--- src/logic/dpos_pkg.sv ---
// Shared constants and types for the divider phase offset select block
package dpos_pkg;

  // Register byte offsets on the AXI4-Lite bus
  localparam logic [7:0] DPOS_CTRL_OFS   = 8'h00;
  localparam logic [7:0] DPOS_DIV_OFS    = 8'h04;
  localparam logic [7:0] DPOS_STATUS_OFS = 8'h08;
  localparam logic [7:0] DPOS_DELAY_OFS  = 8'h0c;

  // Control register fields
  localparam int unsigned DPOS_CTRL_SYNC_BIT = 0;
  localparam int unsigned DPOS_CTRL_SE_BIT   = 1;
  localparam int unsigned DPOS_CTRL_OFF0_BIT = 2;
  localparam logic [2:0]  DPOS_CTRL_RST      = 3'h0;

  // Divider register fields: ratio minus one and table phase per output
  localparam int unsigned DPOS_DIV0_RATIO_LSB = 0;
  localparam int unsigned DPOS_DIV1_RATIO_LSB = 8;
  localparam int unsigned DPOS_DIV0_PHASE_LSB = 16;
  localparam int unsigned DPOS_DIV1_PHASE_LSB = 24;
  localparam logic [31:0] DPOS_DIV_RST        = 32'h0000_0303;

  // Status register fields
  localparam int unsigned DPOS_ST_WORD_LSB   = 0;
  localparam int unsigned DPOS_ST_TGT_LSB    = 4;
  localparam int unsigned DPOS_ST_PD_LSB     = 6;
  localparam int unsigned DPOS_ST_RUN_LSB    = 11;
  localparam int unsigned DPOS_ST_PHASE0_LSB = 16;
  localparam int unsigned DPOS_ST_PHASE1_LSB = 20;

  // Four-level pin codes: 0, 1/3, 2/3 and 1 of the supply
  localparam logic [1:0] DPOS_LVL_0   = 2'h0;
  localparam logic [1:0] DPOS_LVL_1_3 = 2'h1;
  localparam logic [1:0] DPOS_LVL_2_3 = 2'h2;
  localparam logic [1:0] DPOS_LVL_1   = 2'h3;

  // Delay full-scale values in picoseconds, fine steps per full scale
  localparam int unsigned DPOS_FS_A_PS     = 1500;
  localparam int unsigned DPOS_FS_B_PS     = 5000;
  localparam int unsigned DPOS_FS_C_PS     = 10000;
  localparam int unsigned DPOS_FINE_STEPS  = 16;
  localparam int unsigned DPOS_MAX_PHASE   = 15;

  // AXI responses
  localparam logic [1:0] DPOS_RESP_OKAY   = 2'h0;
  localparam logic [1:0] DPOS_RESP_SLVERR = 2'h2;

  // Divider sequencing states
  typedef enum logic [1:0] {
    DPOS_ST_IDLE = 2'b00,
    DPOS_ST_WAIT = 2'b01,
    DPOS_ST_RUN  = 2'b10
  } dpos_div_st_t;

endpackage : dpos_pkg

--- src/logic/dpos_divider.sv ---
// Output divider with phase offset wait and start-high choice
`timescale 1ns/100ps
`default_nettype none
module dpos_divider #(
  parameter int unsigned RATIO_W = 6,
  parameter int unsigned PHASE_W = 4
) (
  input  wire logic               aclk,
  input  wire logic               aresetn,
  input  wire logic [RATIO_W-1:0] ratio,
  input  wire logic [PHASE_W-1:0] phase,
  input  wire logic               start_high,
  input  wire logic               sync,
  input  wire logic               powerdown,
  output var  logic               div_out_q,
  output var  logic               running_q
);
  import dpos_pkg::*;

  // Ratio must reach 32 and phase must reach 15
  if (RATIO_W < 6 || PHASE_W < 4) begin : g_chk
    $error("dpos_divider: width parameters too small");
  end

  dpos_div_st_t       st_q;
  logic [PHASE_W-1:0] wait_q;
  logic [RATIO_W-1:0] cnt_q;
  logic [RATIO_W-1:0] cnt_d;
  logic [RATIO_W-1:0] hi_len;
  logic               sh_q;
  logic [RATIO_W-1:0] ratio_q;

  // Level after the first edge lasts half the period, rounded up for odd ratios
  assign hi_len = RATIO_W'((ratio_q + 1'b1) >> 1);
  assign cnt_d  = (cnt_q >= ratio_q - 1'b1) ? '0 : cnt_q + 1'b1;

  // Sequencer: ratio, phase and start level are taken only at sync; powerdown acts at once without it
  always_ff @(posedge aclk) begin
    if (!aresetn) begin
      st_q      <= DPOS_ST_IDLE;
      wait_q    <= '0;
      cnt_q     <= '0;
      sh_q      <= 1'b0;
      ratio_q   <= RATIO_W'(1);
      div_out_q <= 1'b0;
      running_q <= 1'b0;
    end else if (powerdown) begin
      st_q      <= DPOS_ST_IDLE;
      div_out_q <= 1'b0;
      running_q <= 1'b0;
    end else if (sync) begin
      st_q      <= DPOS_ST_WAIT;
      wait_q    <= phase;
      sh_q      <= start_high;
      ratio_q   <= (ratio == '0) ? RATIO_W'(1) : ratio;
      div_out_q <= start_high;
      running_q <= 1'b0;
    end else begin
      unique case (st_q)
        DPOS_ST_IDLE: begin
          div_out_q <= div_out_q;
        end
        DPOS_ST_WAIT: begin
          if (wait_q == '0) begin
            // First edge; an offset equal to the ratio lands a period late
            st_q      <= DPOS_ST_RUN;
            cnt_q     <= (ratio_q == RATIO_W'(1)) ? '0 : RATIO_W'(1);
            div_out_q <= ~sh_q;
            running_q <= 1'b1;
          end else begin
            wait_q <= wait_q - 1'b1;
          end
        end
        DPOS_ST_RUN: begin
          cnt_q     <= cnt_d;
          div_out_q <= (cnt_q < hi_len) ^ sh_q;
        end
        default: begin
          st_q <= DPOS_ST_IDLE;
        end
      endcase
    end
  end
endmodule : dpos_divider
`default_nettype wire

--- src/logic/dpos_top.sv ---
// Phase offset and delay word selection with AXI4-Lite control
// Overview of operation
// - Target pin routes word: lvds_cmos_clock_output phase, pecl_clock_output, lvds_cmos_clock_output start high, pecl_clock_output start high.
// - Two word pins decode as base-4 digits, low pin least significant, 0 to 15.
// - With lvds_cmos_clock_output delay enabled, word N gives delay of N/16 full scale.
// - Nonzero phase from the divider setting overrides the pin word phase.
// - After sync each divider waits its phase count of input clocks before an edge.
// - Offset step is one input clock; distinct offsets below ratio, max 15.
// - Offset equal to the divide ratio aligns the same as offset zero.
// - Lvds_cmos_clock_output delay full scale selectable as 1.5 ns, 5 ns or 10 ns.
// - Delay full-scale pin at level 0 bypasses and powers down the delay block.
// - A divider set to divide by one is bypassed and powered down.
// - An output set off powers down that output and its divider.
// - Single-ended mode drives true clock on primary, inverted on complementary.
// - Lvds_cmos_clock_output divider pin code 0, 1/3... levels 0,1,0 turns lvds_cmos_clock_output off.
//
// The AXI4-Lite register port and the placing of the registers were left to the implementer.
`timescale 1ns/100ps
`default_nettype none
module dpos_top #(
  parameter int unsigned RATIO_W = 6
) (
  input  wire logic        aclk,
  input  wire logic        aresetn,
  input  wire logic        s_axi_awvalid,
  output var  logic        s_axi_awready,
  input  wire logic [7:0]  s_axi_awaddr,
  input  wire logic        s_axi_wvalid,
  output var  logic        s_axi_wready,
  input  wire logic [31:0] s_axi_wdata,
  input  wire logic [3:0]  s_axi_wstrb,
  output var  logic        s_axi_bvalid,
  input  wire logic        s_axi_bready,
  output var  logic [1:0]  s_axi_bresp,
  input  wire logic        s_axi_arvalid,
  output var  logic        s_axi_arready,
  input  wire logic [7:0]  s_axi_araddr,
  output var  logic        s_axi_rvalid,
  input  wire logic        s_axi_rready,
  output var  logic [31:0] s_axi_rdata,
  output var  logic [1:0]  s_axi_rresp,
  input  wire logic [1:0]  phase_target_select_pin,
  input  wire logic [1:0]  phase_word_low_pin,
  input  wire logic [1:0]  phase_word_high_pin,
  input  wire logic [1:0]  delay_fullscale_pin,
  input  wire logic [1:0]  second_div_sel_a,
  input  wire logic [1:0]  second_div_sel_b,
  input  wire logic [1:0]  second_div_sel_c,
  output var  logic        pecl_clock_output,
  output var  logic        lvds_cmos_clock_output,
  output var  logic        complementary_clock_output,
  output var  logic [3:0]  delay_fine_word,
  output var  logic [1:0]  delay_fullscale_sel,
  output var  logic [13:0] delay_amount_ps,
  output var  logic        delay_powerdown,
  output var  logic        div0_powerdown,
  output var  logic        div1_powerdown,
  output var  logic        pecl_clock_output_powerdown,
  output var  logic        lvds_cmos_clock_output_powerdown
);
  import dpos_pkg::*;

  if (RATIO_W < 6) begin : g_chk
    $error("dpos_top: RATIO_W must hold a ratio of 32");
  end

  // Two four-level digits form one word
  function automatic logic [3:0] dpos_word(input logic [1:0] hi, input logic [1:0] lo);
    dpos_word = {hi, lo};
  endfunction : dpos_word

  // Byte-lane merge for register writes
  function automatic logic [31:0] dpos_merge(input logic [31:0] old, input logic [31:0] nw,
                                             input logic [3:0] strb);
    logic [31:0] res;
    res = old;
    for (int i = 0; i < 4; i++) begin
      if (strb[i]) begin
        res[8*i +: 8] = nw[8*i +: 8];
      end
    end
    dpos_merge = res;
  endfunction : dpos_merge

  logic [2:0]  ctrl_q;
  logic [31:0] div_q;
  logic        sync_q;
  logic        aw_have_q;
  logic        w_have_q;
  logic [7:0]  awaddr_q;
  logic [31:0] wdata_q;
  logic [3:0]  wstrb_q;
  logic        wr_go;
  logic [3:0]  word;
  logic        delay_on;
  logic        lvds_cmos_clock_output_off;
  logic [RATIO_W-1:0] ratio0;
  logic [RATIO_W-1:0] ratio1;
  logic [3:0]  tab_ph0;
  logic [3:0]  tab_ph1;
  logic [3:0]  ph0;
  logic [3:0]  ph1;
  logic        sh0;
  logic        sh1;
  logic        pd0;
  logic        pd1;
  logic        d0_out;
  logic        d1_out;
  logic        d0_run;
  logic        d1_run;
  logic [3:0]  ph0_q;
  logic [3:0]  ph1_q;
  logic [31:0] status;
  logic [13:0] fs_ps;

  assign wr_go  = aw_have_q && w_have_q && !s_axi_bvalid;
  assign word   = dpos_word(phase_word_high_pin, phase_word_low_pin);
  assign ratio0 = RATIO_W'(div_q[DPOS_DIV0_RATIO_LSB +: 5]) + 1'b1;
  assign ratio1 = RATIO_W'(div_q[DPOS_DIV1_RATIO_LSB +: 5]) + 1'b1;
  assign tab_ph0 = div_q[DPOS_DIV0_PHASE_LSB +: 4];
  assign tab_ph1 = div_q[DPOS_DIV1_PHASE_LSB +: 4];
  assign delay_on = delay_fullscale_pin != DPOS_LVL_0;

  // Lvds_cmos_clock_output off code on its three divider pins
  assign lvds_cmos_clock_output_off = second_div_sel_a == DPOS_LVL_0 && second_div_sel_b == DPOS_LVL_1
                    && second_div_sel_c == DPOS_LVL_0;

  // Target routing; lvds_cmos_clock_output takes delay instead of phase while delay is on
  always_comb begin
    ph0 = '0;
    ph1 = '0;
    sh0 = 1'b0;
    sh1 = 1'b0;
    unique case (phase_target_select_pin)
      DPOS_LVL_0:   ph1 = delay_on ? 4'h0 : word;
      DPOS_LVL_1_3: ph0 = word;
      DPOS_LVL_2_3: begin
        ph1 = delay_on ? 4'h0 : word;
        sh1 = 1'b1;
      end
      DPOS_LVL_1: begin
        ph0 = word;
        sh0 = 1'b1;
      end
    endcase
    // Divider-table phase wins when nonzero
    if (tab_ph0 != 4'h0) begin
      ph0 = tab_ph0;
    end
    if (tab_ph1 != 4'h0) begin
      ph1 = tab_ph1;
    end
  end

  // Full-scale choice, zero when the delay block is bypassed
  always_comb begin
    unique case (delay_fullscale_pin)
      DPOS_LVL_1_3: fs_ps = 14'(DPOS_FS_A_PS);
      DPOS_LVL_2_3: fs_ps = 14'(DPOS_FS_B_PS);
      DPOS_LVL_1:   fs_ps = 14'(DPOS_FS_C_PS);
      default:      fs_ps = 14'h0;
    endcase
  end

  assign pd0 = ctrl_q[DPOS_CTRL_OFF0_BIT];
  assign pd1 = lvds_cmos_clock_output_off;

  // Write channel capture; address and data may come in either order
  always_ff @(posedge aclk) begin
    if (!aresetn) begin
      aw_have_q     <= 1'b0;
      w_have_q      <= 1'b0;
      s_axi_awready <= 1'b1;
      s_axi_wready  <= 1'b1;
      awaddr_q      <= '0;
      wdata_q       <= '0;
      wstrb_q       <= '0;
    end else begin
      if (s_axi_awvalid && s_axi_awready) begin
        aw_have_q     <= 1'b1;
        awaddr_q      <= s_axi_awaddr;
        s_axi_awready <= 1'b0;
      end else if (s_axi_bvalid && s_axi_bready) begin
        s_axi_awready <= 1'b1;
      end
      if (s_axi_wvalid && s_axi_wready) begin
        w_have_q     <= 1'b1;
        wdata_q      <= s_axi_wdata;
        wstrb_q      <= s_axi_wstrb;
        s_axi_wready <= 1'b0;
      end else if (s_axi_bvalid && s_axi_bready) begin
        s_axi_wready <= 1'b1;
      end
      if (wr_go) begin
        aw_have_q <= 1'b0;
        w_have_q  <= 1'b0;
      end
    end
  end

  // Register update and write response; unmapped writes answer SLVERR
  always_ff @(posedge aclk) begin
    if (!aresetn) begin
      ctrl_q       <= DPOS_CTRL_RST;
      div_q        <= DPOS_DIV_RST;
      sync_q       <= 1'b0;
      s_axi_bvalid <= 1'b0;
      s_axi_bresp  <= DPOS_RESP_OKAY;
    end else begin
      sync_q <= 1'b0;
      if (wr_go) begin
        s_axi_bvalid <= 1'b1;
        s_axi_bresp  <= DPOS_RESP_OKAY;
        if (awaddr_q[7:2] == DPOS_CTRL_OFS[7:2]) begin
          if (wstrb_q[0]) begin
            ctrl_q <= wdata_q[2:0] & 3'h6;
            sync_q <= wdata_q[DPOS_CTRL_SYNC_BIT];
          end
        end else if (awaddr_q[7:2] == DPOS_DIV_OFS[7:2]) begin
          div_q <= dpos_merge(div_q, wdata_q, wstrb_q) & 32'h0f0f_1f1f;
        end else if (awaddr_q[7:2] != DPOS_STATUS_OFS[7:2]
                     && awaddr_q[7:2] != DPOS_DELAY_OFS[7:2]) begin
          s_axi_bresp <= DPOS_RESP_SLVERR;
        end
      end else if (s_axi_bvalid && s_axi_bready) begin
        s_axi_bvalid <= 1'b0;
      end
    end
  end

  // Settings seen by the outputs change only at sync
  always_ff @(posedge aclk) begin
    if (!aresetn) begin
      ph0_q               <= '0;
      ph1_q               <= '0;
      delay_fine_word     <= '0;
      delay_fullscale_sel <= DPOS_LVL_0;
      delay_amount_ps     <= '0;
      delay_powerdown     <= 1'b1;
      div0_powerdown      <= 1'b1;
      div1_powerdown      <= 1'b1;
      pecl_clock_output_powerdown      <= 1'b0;
      lvds_cmos_clock_output_powerdown      <= 1'b0;
    end else if (sync_q) begin
      ph0_q               <= ph0;
      ph1_q               <= ph1;
      delay_fullscale_sel <= delay_fullscale_pin;
      delay_powerdown     <= !delay_on;
      delay_fine_word     <= (delay_on && !phase_target_select_pin[0]) ? word : 4'h0;
      delay_amount_ps     <= (delay_on && !phase_target_select_pin[0])
                             ? 14'((32'(fs_ps) * word) / DPOS_FINE_STEPS) : 14'h0;
      div0_powerdown      <= pd0 || ratio0 == RATIO_W'(1);
      div1_powerdown      <= pd1 || ratio1 == RATIO_W'(1);
      pecl_clock_output_powerdown      <= pd0;
      lvds_cmos_clock_output_powerdown      <= pd1;
    end
  end

  dpos_divider #(.RATIO_W(RATIO_W), .PHASE_W(4)) u_div0 (
    .aclk       (aclk),
    .aresetn    (aresetn),
    .ratio      (ratio0),
    .phase      (ph0),
    .start_high (sh0),
    .sync       (sync_q),
    .powerdown  (pd0),
    .div_out_q  (d0_out),
    .running_q  (d0_run)
  );

  dpos_divider #(.RATIO_W(RATIO_W), .PHASE_W(4)) u_div1 (
    .aclk       (aclk),
    .aresetn    (aresetn),
    .ratio      (ratio1),
    .phase      (ph1),
    .start_high (sh1),
    .sync       (sync_q),
    .powerdown  (pd1),
    .div_out_q  (d1_out),
    .running_q  (d1_run)
  );

  // Output stage registered so pins never glitch on divider logic
  always_ff @(posedge aclk) begin
    if (!aresetn) begin
      pecl_clock_output          <= 1'b0;
      lvds_cmos_clock_output     <= 1'b0;
      complementary_clock_output <= 1'b1;
    end else begin
      pecl_clock_output          <= d0_out;
      lvds_cmos_clock_output     <= d1_out;
      complementary_clock_output <= ~d1_out;
    end
  end

  assign status = {8'h0, ph1_q, ph0_q, 3'h0, d1_run, d0_run, lvds_cmos_clock_output_powerdown, pecl_clock_output_powerdown,
                   div1_powerdown, div0_powerdown, delay_powerdown, phase_target_select_pin,
                   word};

  // Read channel, one read outstanding
  always_ff @(posedge aclk) begin
    if (!aresetn) begin
      s_axi_arready <= 1'b1;
      s_axi_rvalid  <= 1'b0;
      s_axi_rdata   <= '0;
      s_axi_rresp   <= DPOS_RESP_OKAY;
    end else if (s_axi_arvalid && s_axi_arready) begin
      s_axi_arready <= 1'b0;
      s_axi_rvalid  <= 1'b1;
      s_axi_rresp   <= DPOS_RESP_OKAY;
      unique case (s_axi_araddr[7:2])
        DPOS_CTRL_OFS[7:2]:   s_axi_rdata <= {29'h0, ctrl_q};
        DPOS_DIV_OFS[7:2]:    s_axi_rdata <= div_q;
        DPOS_STATUS_OFS[7:2]: s_axi_rdata <= status;
        DPOS_DELAY_OFS[7:2]:  s_axi_rdata <= {18'h0, delay_amount_ps};
        default: begin
          s_axi_rdata <= '0;
          s_axi_rresp <= DPOS_RESP_SLVERR;
        end
      endcase
    end else if (s_axi_rvalid && s_axi_rready) begin
      s_axi_rvalid  <= 1'b0;
      s_axi_arready <= 1'b1;
    end
  end
endmodule : dpos_top
`default_nettype wire

--- config.mk ---
export PLATFORM = sky130hd
export DESIGN_NAME = dpos_top
export DESIGN_NICKNAME = d
export VERILOG_FILES = /design/src/logic/dpos_pkg.sv /design/src/logic/dpos_divider.sv /design/src/logic/dpos_top.sv
export SDC_FILE = /design/constraint.sdc
export NUM_CORES = 1
export LEC_CHECK = 0
export BUFFER_PORTS_ARGS = -buffer_cell sky130_fd_sc_hd__buf_2
export CORE_UTILIZATION = 55
export DETAILED_ROUTE_END_ITERATION = 12
export PLACE_DENSITY = 0.79
export SLEW_MARGIN = 40
export SYNTH_ARGS = -nofsm -noshare
export SYNTH_HDL_FRONTEND = slang
export SYNTH_SLANG_ARGS = --single-unit
--- constraint.sdc ---
create_clock -name aclk -period 4.3 [get_ports aclk]
set_input_delay 0.43 -clock aclk [delete_from_list [all_inputs] [get_ports aclk]]
set_output_delay 0.43 -clock aclk [all_outputs]
set_load 0.01 [all_outputs]
---- Yosys cells after proc, flatten, opt, wreduce, memory -nomap -nowiden ----
Index checks and enable logic that the tools add are counted.
word-level totals
  flip-flop bits (word level) ............. 182
  bits of input ports ..................... 73
  output and inout port bits .............. 69
operators by class
  add/subtract/negate cells ............... 10
  multiply operators ...................... 1
  magnitude comparators ................... 4
  equal/unequal tests ..................... 29
  muxes and demuxes ....................... 52
  bitwise operators ....................... 12
  reductions and logical operators ........ 70
operator list
  cell                 number
  $pmux 28 s4          1
  $mux 4               12
  $pmux 14 s3          1
  $eq 6x1->1 const B   6
  $mux 6               6
  $reduce_and 4->1     7
  $add 6x1->6 const B  4
  $logic_not 6->1      4
  $pmux 6 s2           2
  $reduce_and 2->1     10
  $mux 1               19
  $mul 14x4->18        1
  $reduce_bool 2->1    9
  $eq 2x2->1 const B   7
  $mux 14              1
  $reduce_or 2->1      7
  $add 5x1->6 const B  2
  $eq 6x2->1 const B   2
  $ge 6x6->1           2
  $lt 6x5->1           2
  $mux 2               6
  $ne 6x2->1 const B   2
  $sub 6x1->6 const B  2
  $logic_and 1x1->1    11
  other kinds (18)     52

---- Logic depth before layout (Yosys ltp) ----
  word-level depth ........................ 5
  gate-level depth with buffers ........... 17
  gate-level depth less buffers ........... 16

---- By module ----
From an unflattened synthesis, not the netlist that was laid out.
unflattened totals
  cell total of the unflattened synthesis .. 1086
  area, all modules ....................... 9272.6 sq um
modules (own cells, without submodules)
  module        times used  cells each  area each (sq um)  seq. area each (sq um)
  dpos_top      1           730         6342.3             2402.3
  dpos_divider  2           178         1465.2             420.4

---- Worst setup path before layout ----
No wires, ideal clock.
  path kind ............................... input to register
  start point ............................. input port delay_fullscale_pin[0]
  end point ............................... register delay_amount_ps[12]
  data arrival time ....................... 3.503 ns
  data required time ...................... 4.183 ns
  setup slack ............................. 0.680 ns
  cell stages on the path ................. 14
  buffers on the path ..................... 0
  cell sequence ........................... inv_1 -> ha_1 -> nor2_1 -> nand2_1 -> fa_1 -> inv_1 -> ha_1 -> fa_1 -> a21oi_1 -> nor2b_1 -> a311o_1 -> a221oi_1 -> mux2i_1 -> nand2_1
between the ends
  cells in the longest elaborated chain, start to end .. 4
  elaborated cells on any way between the ends .. 8
  classes of those cells .................. 1 x mul; 3 x eq/ne; 2 x mux; 2 x reduce/logical
RTL lines
  what                                      RTL line         source
  start, declared                           dpos_top.sv:45   input wire logic [1:0] delay_fullscale_pin,
  $eq 2x2->1 or $eq 2x1->1 (tied branches)  dpos_top.sv:157  unique case (delay_fullscale_pin)
  $pmux 14 s3                               dpos_top.sv:157
  $mul 14x4->18                             dpos_top.sv:251  ? 14'((32'(fs_ps) * word) / DPOS_FINE_STEPS) : 14'h0;
  $mux 14 (*)                               dpos_top.sv:251
  end signal, assigned                      dpos_top.sv:250  delay_amount_ps <= (delay_on && !phase_target_select_pin[0])
  end, declared                             dpos_top.sv:54   output var logic [13:0] delay_amount_ps,
Mark *: on every way between the ends. The rest lies on a longest branch, timed or not.
A chain may end at the register's enable or synchronous reset.

---- Worst setup path in the final report ----
  start point ............................. input port delay_fullscale_pin[1]
  end point ............................... register delay_amount_ps[12]
Same word-level chain as after synthesis.

==> qor_table.md <==
| Result | Value | Unit |
|:---|:---|:---|
| Clock tree from TritonCTS | done | - |
| Achievable clock frequency | 274 | MHz |
| Initial antenna violation count | 0 | - |
| Number of failing setup endpoints in the final timing report | 0 | - |
| Top cells by area, synth | dfxtp_1, ha_1, nand2_1, a21oi_1, nor2_1 | - |
| Instance count of the mapped netlist | 1095 | - |
| Die X | 129 | µm |
| Area growth from synthesis to final layout | 13.9 | % |
| Predominant post-synthesis flop cell | dfxtp_1 | - |
| Setup repair after global routing missed its margin | no | - |
| Global-route wire length before repair | 35.9 | mm |
| Endpoint of the worst hold path | wdata_q[24] | - |
| Share of the synthesized area in the top cell type | 36.3 | % |
| Critical path capture point type | flop | - |
| Worst hold path class | in -> reg | - |
| Post-Synthesis Cell Area | 8930 | µm² |
| Per-instance average area after synthesis | 8.15 | µm² |
| Number of iterations in the first detailed-routing pass | 6 | - |
| Worst Reg2Reg Path Length in Cells | 11 | - |
| Final weighted congestion in routability-driven placement | 0.918 | - |
| Clock Path Buffers | 2 | - |
| Post-CTS repair timing setup buffer count | 0 | - |
| Top Family by Delay on Critical Path | adder cells | - |
| Quantity of I/O buffers inserted on ports | 115 | - |
| Worst stage delay on the critical path | 0.56 | ns |
| Gr ovfl total | 0 | - |
| Number of synthesized flops with an enable pin | 0 | - |
| Cell type with the largest total area after synthesis | dfxtp_1 | - |
| Count of buffer and inverter cells on the critical path | 3 | - |
| Total number of H-tree levels | 4 | - |
| Reg-to-Reg Start | u_div1.ratio_q[0] | - |
| Setup skew after layout | 0.0143 | ns |
| Unique cell type count in the Yosys netlist | 70 | - |
| HPWL reported at the end of detailed placement | 16.2 | mm |
| CTS buffer count | 17 | - |
| Worst Path Required | 4.61 | ns |
| Leading cell types by count after synthesis | dfxtp_1, nand2_1, nor2_1, a21oi_1, ha_1 | - |
| Total of flip-flops plus latches after synthesis | 162 | - |
| Slew Limit Fails | 0 | - |
| Final Cycle Share | 84.8 | % |
| Share of final-layout standard cells stronger than drive strength 1 | 15.0 | % |
| Number of hold violations in the final report | 0 | - |
| Number of standard-cell rows in the floorplan | 46 | - |
| Crit Path Category | in -> reg | - |
| Register-to-register setup slack | 1.73 | ns |
| Total global routing track utilization | 27.6 | % |
| Cell at the root of the clock tree | clkbuf_16 | - |
| Worst-path maximum fanout | 8 | - |
| Clock-pin slew on the worst setup and hold paths | 0.07 | ns |
| Average routed wire per standard cell | 15.9 | µm |
| Effective utilization at floorplan | 56.2 | % |
| Total wire length | 22.3 | mm |
| Worst IR drop on VDD | 0.280 | mV |
| Hold-fix buffer count after cts | 0 | - |
| First-iteration detailed-routing DRC count | 590 | - |
| Sequential fraction of the synthesis area | 36.3 | % |
| Worst skew pair latency | 0.43 | ns |
| Worst R2R End | u_div1.cnt_q[4] | - |
| Number of global-route vias before repair | 7215 | - |
| Static leakage | 4.36 | nW |
| Chip height | 129 | µm |
| Area of the core | 15900 | µm² |
| Crit start category | primary input | - |
| WHS Path Cells | 3 | - |
| Worst setup slack before clock tree synthesis | 0.292 | ns |
| Worst path arrival time | 3.96 | ns |
| Number of diodes added for antenna fixing | 0 | - |
| Setup total negative slack | 0 | ns |
| Cell chain of the critical path | buf_2 > inv_1 > ha_1 > nor2_1 > nand2_1 > fa_1 > inv_1 > ha_1 > fa_1 > a21oi_1 > nor2b_1 > a311o_1 > a221oi_1 > mux2i_1 > nand2_1 | - |
| Boundary Pins | 142 | - |
| Yosys warns | 0 | - |
| Slew Limit Headroom | 48.4 | % |
| Outcome | finished, final reports clean | - |
| Power density relative to cell area | 339 | nW/µm² |
| Worst Min Path Start | s_axi_wdata[24] | - |
| Slack of the critical path | 0.652 | ns |
| Average via count per standard cell | 5.64 | - |
| Total Die Area | 16700 | µm² |
| Clock net sink count | 162 | - |
| Largest net degree at the start of global routing | 87 | - |
| DRC errors left | 0 | - |
| Post-synth ARST share | 0 | % |
| Fin nets | 1334 | - |
| Total number of vias | 7936 | - |
| Cell with the largest stage delay on the worst path | fa_1 | - |
| Maximum Capacitance Violations | 0 | - |
| Time the final worst path needs with I/O delays and setup | 3.65 | ns |
| Number of gates resized after cts | 0 | - |
| Transition at the pin with the smallest max-transition slack | 0.775 | ns |
| Most frequent cell after synthesis | dfxtp_1 | - |
| Antenna viol nets, final | 0 | - |
[layout make-up]
class / count / area, µm²
repair buffers: 122 / 641
clock buffers: 18 / 439
flip-flops and latches: 162 / 3240
inverters: 54 / 204
fillers: 1426 / 5720
well taps: 216 / 270
clock inverters: 14 / 144
multi-input cells: 822 / 5230
[cells by family after synthesis]
| kind of cell | share of synthesized area [%] |
|---|---|
| simple gates | 22.9 |
| compound gates | 16.8 |
| flops | 36.3 |
| buf+inv | 5.56 |
| fa+ha+maj | 12.5 |
| xor+xnor | 3.14 |
| mux | 2.71 |
| other cells | 0.0420 |
[state kept, by name, summed over array words and instances, names as in the netlist, 2 cells and up]
name,cells
s_axi_rdata,26
div_q,18
wdata_q,18
delay_amount_ps,14
awaddr_q,6
u_div0.cnt_q,6
u_div0.ratio_q,6
u_div1.cnt_q,6
u_div1.ratio_q,6
delay_fine_word,4
ph0_q,4
ph1_q,4
u_div0.wait_q,4
u_div1.wait_q,4
wstrb_q,4
ctrl_q,2
delay_fullscale_sel,2
u_div0.st_q,2
u_div1.st_q,2
[worst max path at each step]
stage | depth (start not counted) | startpoint | endpoint | slack (ns)
6_report | 15 | delay_fullscale_pin[1] | delay_amount_ps[12] | 0.65
5_1_grt | 15 | delay_fullscale_pin[1] | delay_amount_ps[12] | 0.45
4_1_cts | 15 | delay_fullscale_pin[1] | delay_amount_ps[12] | 0.69
3_5_place_dp | 15 | delay_fullscale_pin[1] | delay_amount_ps[12] | 0.29
3_3_place_gp | 15 | delay_fullscale_pin[1] | delay_amount_ps[12] | 0.35
2_1_floorplan | 14 | delay_fullscale_pin[0] | delay_amount_ps[12] | 0.68
[power breakdown]
part           switching (W)  total (W)  internal (W)
Clock               0.000679    0.00151      0.000831
Combinational       0.000242   0.000391      0.000148
Sequential         0.0000223    0.00155       0.00153
[layout by cell type (no fill, tap or decap), types with 6 or more instances in the layout]
| cell type | instances |
|---|---|
| dfxtp_1 | 161 |
| buf_4 | 6 |
| o21ai_0 | 43 |
| nor2b_1 | 17 |
| nand3_1 | 52 |
| inv_1 | 53 |
| nor2_1 | 112 |
| a31oi_1 | 6 |
| and2_1 | 26 |
| and3_1 | 7 |
| clkbuf_16 | 17 |
| nand4_1 | 6 |
| nand2b_1 | 18 |
| xnor2_1 | 16 |
| a21oi_1 | 109 |
| inv_6 | 6 |
| a22oi_1 | 23 |
| nand2_1 | 148 |
| xor2_1 | 16 |
| conb_1 | 8 |
| nor3_1 | 21 |
| mux2i_1 | 14 |
| ha_1 | 70 |
| buf_2 | 115 |
| fa_1 | 12 |
| a211oi_1 | 18 |
[worst reg2reg max path, cell delays in order (launching register included)]
cell	delay, ns
dfxtp_1	0.45
inv_1	0.12
ha_1	0.24
nand2_1	0.08
xor2_1	0.17
ha_1	0.28
nand3_1	0.10
nand4b_1	0.14
a41oi_2	0.35
nand2_4	0.09
or3_1	0.36
a21oi_2	0.13
[stage by stage]
stage	area (µm²)	power [W]	util, %	instances	hold WS, ns
finish	10200	0.00345	64.0	1408	0.228
global route	10200	0.00358	64.0	1408	0.228
CTS	10200	0.00345	64.0	1408	0.224
detailed placement	9580	0.00197	60.3	1376	0.414
global placement	9580	0.00196	60.3	1376	0.412
floorplan	8950	0.00186	-	1102	0.377
[layer usage]
metal  share of wire, %  track usage [%]  vias up
met3                5.8             4.83       34
li1                   -                -     3944
met5                  0                0        -
met4                2.2             9.83        0
met2                 46             43.9      264
met1                 46             37.6     3694
No activity file was read; power rests on OpenSTA's default activity.
